<file path="src/verilog/clk_select_defines.svh">
// timing constants and reset values for the clock source selector
`ifndef CLK_SELECT_DEFINES_SVH
`define CLK_SELECT_DEFINES_SVH

// system clock rate in kHz
`define SYS_CLK_KHZ 100000
// nominal internal oscillator rate in kHz
`define INT_OSC_KHZ 12000
// phase accumulator width of the internal oscillator model
`define PHASE_WIDTH 16
// trim increment that gives the nominal rate from the system clock
`define TRIM_DEFAULT (`INT_OSC_KHZ * 65536 / `SYS_CLK_KHZ)
// internal clocks without an external edge before fallback
`define MISS_LIMIT 32
// width of the missing-edge counter
`define MISS_WIDTH 6

`endif

</file>
<file path="src/verilog/clk_select_pkg.sv">
// state types for the clock source selector
package clk_select_pkg;

    typedef struct packed {
        logic [2:0] extSync;
        logic extLevel;
        logic useExt;
        logic [5:0] missCount;
        logic [15:0] phase;
        logic [15:0] trim;
        logic clkTick;
        logic switchGap;
    } sel_state_t;

endpackage

</file>
<file path="src/verilog/tick_divider.sv">
// divides the selected clock tick stream by a programmable ratio
module tick_divider #(
    parameter int WIDTH = 8
) (
    input wire logic sys_clk,
    input wire logic rst_n,
    input wire logic clkEn,
    input wire logic tickIn,
    input wire logic [WIDTH-1:0] divisor,
    output logic tickOut
);
    typedef struct packed {
        logic [WIDTH-1:0] count;
        logic pulse;
    } div_state_t;

    div_state_t st_reg;
    div_state_t st_next;

    // count source ticks, fire once every divisor ticks
    always_comb begin
        st_next = st_reg;
        st_next.pulse = 1'b0;
        if (tickIn) begin
            if (st_reg.count + WIDTH'(1) >= divisor) begin
                st_next.count = '0;
                st_next.pulse = 1'b1;
            end else begin
                st_next.count = st_reg.count + WIDTH'(1);
            end
        end
    end

    // state register with clock enable
    always_ff @(posedge sys_clk) begin
        if (!rst_n) begin
            st_reg <= '0;
        end else if (clkEn) begin
            st_reg <= st_next;
        end
    end

    assign tickOut = st_reg.pulse;

endmodule

</file>
<file path="src/verilog/clock_source_select_failover.sv">
// clock source selection with failover to the internal oscillator
//
// Behaviour
// - run from the internal oscillator until the first external rising edge, then use the external clock.
// - on the external clock, 32 internal clocks without an external edge revert to the internal oscillator.
// - the internal oscillator runs at a nominal 12MHz with its trim from factory calibration.
// - chopper, blank time, standstill delay and step rate all derive from the selected clock.
`include "clk_select_defines.svh"

module clock_source_select_failover
    import clk_select_pkg::*;
#(
    parameter int CHOP_W = 8,
    parameter int BLANK_W = 8,
    parameter int STBY_W = 24,
    parameter int STEP_W = 16
) (
    input wire logic sys_clk,
    input wire logic rst_n,
    input wire logic clkEn,
    input wire logic extClkPin,
    input wire logic [15:0] otpTrim,
    input wire logic [CHOP_W-1:0] chopDivisor,
    input wire logic [BLANK_W-1:0] blankDivisor,
    input wire logic [STBY_W-1:0] standbyDivisor,
    input wire logic [STEP_W-1:0] stepDivisor,
    output logic clkTick,
    output logic extSelected,
    output logic chopTick,
    output logic blankTick,
    output logic standbyTick,
    output logic stepTick
);
    localparam logic [15:0] TRIM_RESET = 16'(`TRIM_DEFAULT);
    localparam logic [5:0] MISS_LAST = 6'(`MISS_LIMIT - 1);

    sel_state_t st_reg;
    sel_state_t st_next;
    logic [16:0] phaseSum;
    logic intTick;
    logic extEdge;

    // internal oscillator model: phase accumulator carry is one tick
    assign phaseSum = {1'b0, st_reg.phase} + {1'b0, st_reg.trim};
    assign intTick = phaseSum[16];

    // accepted external rise: second and third stage agree high
    assign extEdge = st_reg.extSync[1] & st_reg.extSync[2] & ~st_reg.extLevel;

    // next-state logic
    always_comb begin
        st_next = st_reg;
        st_next.extSync = {st_reg.extSync[1:0], extClkPin};
        if (st_reg.extSync[1] == st_reg.extSync[2]) begin
            st_next.extLevel = st_reg.extSync[2];
        end
        st_next.phase = phaseSum[15:0];
        st_next.trim = otpTrim;
        st_next.switchGap = 1'b0;
        st_next.clkTick = 1'b0;
        if (!st_reg.useExt) begin
            if (extEdge) begin
                // take the external source, skip this edge
                st_next.useExt = 1'b1;
                st_next.missCount = '0;
                st_next.switchGap = 1'b1;
            end else begin
                st_next.clkTick = intTick;
            end
        end else begin
            if (extEdge) begin
                st_next.missCount = '0;
                st_next.clkTick = 1'b1;
            end else if (intTick) begin
                if (st_reg.missCount == MISS_LAST) begin
                    // external clock lost: fall back
                    st_next.useExt = 1'b0;
                    st_next.missCount = '0;
                    st_next.switchGap = 1'b1;
                end else begin
                    st_next.missCount = st_reg.missCount + 6'h01;
                end
            end
        end
    end

    // state register, frozen while the clock enable is low
    always_ff @(posedge sys_clk) begin
        if (!rst_n) begin
            st_reg <= '0;
            st_reg.trim <= TRIM_RESET;
        end else if (clkEn) begin
            st_reg <= st_next;
        end
    end

    assign clkTick = st_reg.clkTick;
    assign extSelected = st_reg.useExt;

    // timing generators driven by the selected tick
    tick_divider #(.WIDTH(CHOP_W)) chopDiv (
        .sys_clk(sys_clk),
        .rst_n(rst_n),
        .clkEn(clkEn),
        .tickIn(st_reg.clkTick),
        .divisor(chopDivisor),
        .tickOut(chopTick)
    );
    tick_divider #(.WIDTH(BLANK_W)) blankDiv (
        .sys_clk(sys_clk),
        .rst_n(rst_n),
        .clkEn(clkEn),
        .tickIn(st_reg.clkTick),
        .divisor(blankDivisor),
        .tickOut(blankTick)
    );
    tick_divider #(.WIDTH(STBY_W)) standbyDiv (
        .sys_clk(sys_clk),
        .rst_n(rst_n),
        .clkEn(clkEn),
        .tickIn(st_reg.clkTick),
        .divisor(standbyDivisor),
        .tickOut(standbyTick)
    );
    tick_divider #(.WIDTH(STEP_W)) stepDiv (
        .sys_clk(sys_clk),
        .rst_n(rst_n),
        .clkEn(clkEn),
        .tickIn(st_reg.clkTick),
        .divisor(stepDivisor),
        .tickOut(stepTick)
    );
endmodule

</file>
<file path="config.mk">
export PLATFORM = sky130hd
export DESIGN_NAME = clock_source_select_failover
export DESIGN_NICKNAME = d
export VERILOG_FILES = /design/src/verilog/clk_select_pkg.sv /design/src/verilog/tick_divider.sv /design/src/verilog/clock_source_select_failover.sv
export VERILOG_INCLUDE_DIRS = /design/src /design/src/verilog
export SDC_FILE = /design/constraint.sdc
export NUM_CORES = 1
export LEC_CHECK = 0
export BUFFER_PORTS_ARGS = -buffer_cell sky130_fd_sc_hd__buf_2
export CORE_MARGIN = 4
export CORE_UTILIZATION = 59
export DETAILED_ROUTE_END_ITERATION = 10
export GPL_TIMING_DRIVEN = 0
export PLACE_DENSITY = 0.92
export RECOVER_POWER = 25
export SLEW_MARGIN = 20
export SYNTH_ARGS = -nofsm -noshare
export SYNTH_HDL_FRONTEND = slang
export SYNTH_SLANG_ARGS = --single-unit
</file>
<file path="constraint.sdc">
create_clock -name sys_clk -period 4.3 [get_ports sys_clk]
set_clock_uncertainty 0.1 [all_clocks]
set_input_delay 1.075 -clock sys_clk [delete_from_list [all_inputs] [get_ports sys_clk]]
set_output_delay 1.075 -clock sys_clk [all_outputs]
set_load 0.05 [all_outputs]
</file>
==> metrics.cfg, run 1 <==
[sta]
final_period_minus_worst_setup_slack_ps = 4020
report.final.setup_viol = 0
post-route-period-util_pct = 93.4
max-slew-margin-rel_pct = 41.4
final_critical_path_setup_slack_ps = 284
finalSetupTns_ps = 0
final-hold-violation-count = 0
clock.fmax_ghz = 0.249
maxSlewViolCount = 0
hold_slack_ps = 371
grt_setup_unrepaired = false
worst_pin_slew_ps = 871

[flow_run]
max-cap-violations = 0

[floorplan]
placementRows = 39
core-area_mm2 = 0.0114
start_util_pct = 60.3
ioPinCount = 82
die_area_mm2 = 0.0135
die_w_um = 116
dieHeight_um = 116

[global_routing]
grt_max_degree = 17
grt_pass1_wl_mm = 26.8
grt_antenna_before_repair = 0
groute.usage.overall_pct = 24.5
grt.overflow.total = 0
grt_pass1_vias = 6011

[clock_tree]
clock-sinks = 104
root_buffer = clkbuf_16
cts_buffers = 9
clock_latency_ps = 350
cts_h_tree_depth = 3
cts_buffer_depth = 2
postCtsHoldBufs = 0
clk_pin_slew_ps = 70
cts.repair_timing.setup_buffer_count = 0
cts_tree = built
postCtsResizedCells = 1

[power]
p_leak_nw = 3.69
power_per_cell_area_mw_per_mm2 = 293
p_total_mw = 2.27
power.ir.vdd_worst_mv = 0.331

[setup_path]
crit_type = reg2reg
timing.critical_path.arrival_ps = 4130
end_kind = flip-flop
critical_path.startpoint_type = flip-flop
reg_to_reg_setup_timing_slack_ps = 280
required_ps = 4410
worstPathMaxFanout = 10
worstReg2RegEnd = standbyDiv.tickOut
r2r-start = standbyDiv.st_reg[6]
reg2reg_depth = 15

[placed_design]
finalWeightedCongestion = 0.863
port-buffer-count = 80
dp_worst_setup_slack_ps = 27.4
post_dp_hpwl_mm = 11.8

[cells_and_area]
nNetsFinal = 1083
number_of_antenna_repair_diodes = 0
fillerInstances = 908
most_frequent_cells_in_the_layout = dfxtp_1 (103), nor2_1 (90), nand2_1 (81), ha_1 (78), buf_2 (75)
layout-drive-gt1-share_pct = 11.8
area_growth_syn_to_layout_pct = 12.8
largest_register_ff_count = 40
layout_commonest_cell = dfxtp_1

[routing]
detailedRoute.firstPassIterationCount = 5
vias = 6185
drc = 0
route.met3.wl_um = 925
wirelength_mm = 15.8
route.antenna.remaining_nets = 0
m1_wl_mm = 6.84
highest_layer = met4
initialDrtViolationCount = 351
routed_wire_length_per_instance_um = 14.7
drt-vias-per-instance = 5.75
met2RoutedLength_mm = 7.72

[hold_path]
min_path_cells = 2
hold_path.startpoint = st_reg[26]
whs_endpoint = st_reg[26]
holdCritPathClass = reg2reg

[yosys]
synth_edf_count = 0
ys.flop_type = dfxtp_1
synthCells = 837
synth_nets = 992
synth_area_mm2 = 0.00689
post-synth-top-area-cell = dfxtp_1
synth.area.top_cells = dfxtp_1 (30%), ha_1 (14%), xnor2_1 (5.7%)
register_bit_total_from_synthesis = 104
synth_area_per_cell_um2 = 8.23
synthDistinctLibCells = 61
yosysTopAreaCellShare_pct = 30.2
synth_warnings = 0
yosysSeqAreaShare_pct = 30.2
postSynth.asyncResetShare_pct = 0

[run_status]
run_status = finished clean

through the flow:
step                      cell area, µm²  cells  utilization, %
after floorplan                     6890    837               -
after global placement              7470   1060            65.4
after detailed placement            7470   1060            65.4
after CTS                           7780   1076            68.1
after global routing                7770   1076            68.1
final                               7770   1076            68.1
layout make-up:
cell class,instances,area (µm²),area share [%]
tap,143,179,2.30
inverter,62,233,2.99
buffer,25,101,1.30
clock buffer,12,256,3.30
sequential,104,2080,26.8
multi-input combinational,646,4480,57.6
timing repair buffer,80,392,5.04
clock inverter,4,52.6,0.676
Yosys cell counts, drive strengths merged (2+ instances only):
library cell / count
or2: 4
o211ai: 3
nand3: 34
a22o: 2
xnor2: 45
nand2b: 7
a32o: 3
nor4: 4
o2111ai: 3
and3: 15
clkbuf: 18
and2: 7
a311oi: 3
and4: 6
ha: 78
nor2: 92
nand2: 81
o21ai: 46
nand3b: 3
or4: 3
o31a: 2
or3: 3
a211oi: 8
nand4b: 3
a21oi: 43
o21a: 5
nor3b: 6
nand4: 7
nor2b: 6
xor2: 41
a31oi: 4
nor3: 13
inv: 62
o21bai: 2
a2111oi: 2
buf: 7
dfxtp: 104
o31ai: 7
mux2i: 22
a21o: 21
worst max path at each step:
stage / startpoint / to / cells after the start
after floorplan: standbyDiv.st_reg[1] / standbyDiv.tickOut / 17
after global placement: standbyDiv.st_reg[1] / standbyDiv.tickOut / 16
after detailed placement: standbyDiv.st_reg[1] / standbyDiv.st_reg[23] / 15
after CTS: standbyDiv.st_reg[1] / standbyDiv.st_reg[23] / 15
after global routing: stepDiv.st_reg[1] / stepDiv.st_reg[15] / 14
final: standbyDiv.st_reg[6] / standbyDiv.tickOut / 15
critical path: stages, from the launching register on:
cell      delay [ps]
dfxtp_1          440
and4_1           320
nand4_1          180
nand2b_1         300
nor2_1           160
xor2_1           230
ha_1             280
and4_1           250
a221o_1          340
a311oi_2         270
o211a_1          260
buf_2            240
clkbuf_4         260
nor2_1            60
a21oi_1          140
nor2_1            50
where the power goes:
group	total (mW)	switching, mW	internal, mW
clock	0.845	0.360	0.485
combinational	0.401	0.226	0.175
sequential	1.03	0.0266	1.00
total	2.27	0.613	1.66
logic make-up after synthesis:
kind of cell	after synthesis	share of synthesized area, %
and+or+nand+nor	294	20.5
AOI/OAI and AO/OA	164	15.7
DFF	104	30.2
buffers and inverters	87	4.80
xor gates and xnor gates	86	10.9
adders and majority gates	79	14.5
muxes	23	3.36
layer usage:
metal,up-vias,global-route usage [%]
met5,-,0
met3,31,5.38
li1,3094,-
met4,0,7.97
met2,160,42.2
met1,2900,30.4
No activity file was read; power rests on OpenSTA's default activity.
==> run 2, diff against run 1 <==
--- a/config.mk
+++ b/config.mk
@@ -8,4 +8,6 @@
 export LEC_CHECK = 0
 export BUFFER_PORTS_ARGS = -buffer_cell sky130_fd_sc_hd__buf_2
+export CAP_MARGIN = 30
+export CORE_ASPECT_RATIO = 0.8
 export CORE_MARGIN = 4
 export CORE_UTILIZATION = 59
--- a/constraint.sdc
+++ b/constraint.sdc
@@ -3,3 +3,3 @@
 set_input_delay 1.075 -clock sys_clk [delete_from_list [all_inputs] [get_ports sys_clk]]
 set_output_delay 1.075 -clock sys_clk [all_outputs]
-set_load 0.05 [all_outputs]
+set_load 0.02 [all_outputs]
==> run 2 against run 1 <==
Against the previous run:
- flip-flop and latch count unchanged
- maximum frequency decreased by 1.3%
- first-iteration DRC count grew 42%
- final cell count increased by 0.56%
- combinational power decreased by 1%
==> metrics.cfg, run 2 (same netlist as run 1, synthesis figures left out) <==
[routing]
drt-vias-per-instance = 5.64
routed_wire_length_per_instance_um = 14.7
detailedRoute.firstPassIterationCount = 5
route.antenna.remaining_nets = 0
initialDrtViolationCount = 497
drc = 0
wirelength_mm = 15.9
vias = 6102

[floorplan]
dieHeight_um = 105
core-area_mm2 = 0.0115
ioPinCount = 82
start_util_pct = 60.0
die_w_um = 129
placementRows = 35
die_area_mm2 = 0.0135

[cells_and_area]
nNetsFinal = 1083
layout-drive-gt1-share_pct = 11.6
layout_commonest_cell = dfxtp_1
most_frequent_cells_in_the_layout = dfxtp_1 (103), nor2_1 (91), nand2_1 (81), ha_1 (78), buf_2 (75)
area_growth_syn_to_layout_pct = 12.9
largest_register_ff_count = 40

[global_routing]
groute.usage.overall_pct = 23.7
grt_antenna_before_repair = 1
grt_pass1_vias = 5835
grt_pass1_wl_mm = 26.5
grt_max_degree = 17
grt.overflow.total = 0

[clock_tree]
clock-sinks = 104
root_buffer = clkbuf_16
cts_buffers = 9
cts_h_tree_depth = 3
cts_buffer_depth = 2
clk_pin_slew_ps = 70
clock_latency_ps = 350
cts.repair_timing.setup_buffer_count = 0
cts_tree = built

[power]
power.ir.vdd_worst_mv = 0.260
power_per_cell_area_mw_per_mm2 = 292
p_leak_nw = 3.69

[placed_design]
dp_worst_setup_slack_ps = 25.6
post_dp_hpwl_mm = 11.9
finalWeightedCongestion = 0.928
port-buffer-count = 80

[setup_path]
end_kind = flip-flop
worstPathMaxFanout = 10
required_ps = 4420
critical_path.startpoint_type = flip-flop
timing.critical_path.arrival_ps = 4190
crit_type = reg2reg

[sta]
post-route-period-util_pct = 94.6
max-slew-margin-rel_pct = 41.0
final_period_minus_worst_setup_slack_ps = 4070
clock.fmax_ghz = 0.246
grt_setup_unrepaired = false
report.final.setup_viol = 0
finalSetupTns_ps = 0
worst_pin_slew_ps = 876
final-hold-violation-count = 0
final_critical_path_setup_slack_ps = 232
maxSlewViolCount = 0

[flow_run]
max-cap-violations = 0

[run_status]
run_status = finished clean

[hold_path]
holdCritPathClass = reg2reg

## run 2: final timing paths
path              slack (ps)            endpoint  cells after the start                  from
hold / removal           370    blankDiv.tickOut                      2      blankDiv.tickOut
setup reg to reg         230  standbyDiv.tickOut                     15  standbyDiv.st_reg[5]
hold reg to reg          370    blankDiv.tickOut                      2      blankDiv.tickOut
setup / recovery         230  standbyDiv.tickOut                     15  standbyDiv.st_reg[5]
## run 2: layout make-up
cell class	instances	area (µm²)
timing repair buffer	80	392
sequential	104	2080
clock inverter	4	52.6
antenna	1	2.50
fill	922	3700
tap	148	185
buffer	25	101
clock buffer	12	256
multi-input combinational	646	4470
inverter	62	233
## run 2: stage by stage
stage	hold WS, ps	area (µm²)	cells	total power, mW	util, %
3_5_place_dp	354	7470	1065	1.45	65.1
3_3_place_gp	335	7470	1065	1.43	65.1
5_1_grt	390	7770	1082	2.38	67.8
2_1_floorplan	329	6890	837	1.34	-
4_1_cts	370	7780	1081	2.28	67.9
6_report	366	7770	1082	2.27	67.8
## run 2: what timing repair did
item / in CTS / in global routing
hold buffers: 0 / 0
gates resized for setup: 1 / 7
endpoints found under the hold margin: 0 / 0
pin swaps: 0 / 0
endpoints found under the setup margin: 8 / 24
## run 2: per-layer routing
layer	GRT usage [%]	wire (µm)	vias up
met1	31.6	7300	2819
met3	5.16	948	26
met4	6.60	276	0
met2	38.7	7410	163
li1	-	-	3094
met5	0	0	-
## run 2: power by group
part / switching [mW] / internal (mW) / total, mW / leakage (nW)
Combinational: 0.221 / 0.175 / 0.396 / 2.69
Clock: 0.363 / 0.485 / 0.847 / 0.153
Sequential: 0.0271 / 1.00 / 1.03 / 0.846
## run 2: worst max-delay path, cell delays in order, from the launching register on
cell and delay, ps:
dfxtp_1 420, and3_1 240, nand3_1 310, nor2_1 290, and4_1 240, xor2_1 230
ha_1 300, and4_1 210, a221o_1 340, a311oi_2 290, o211a_1 260, buf_2 230
clkbuf_4 250, nor2_1 60, a21oi_1 130, nor2_1 50
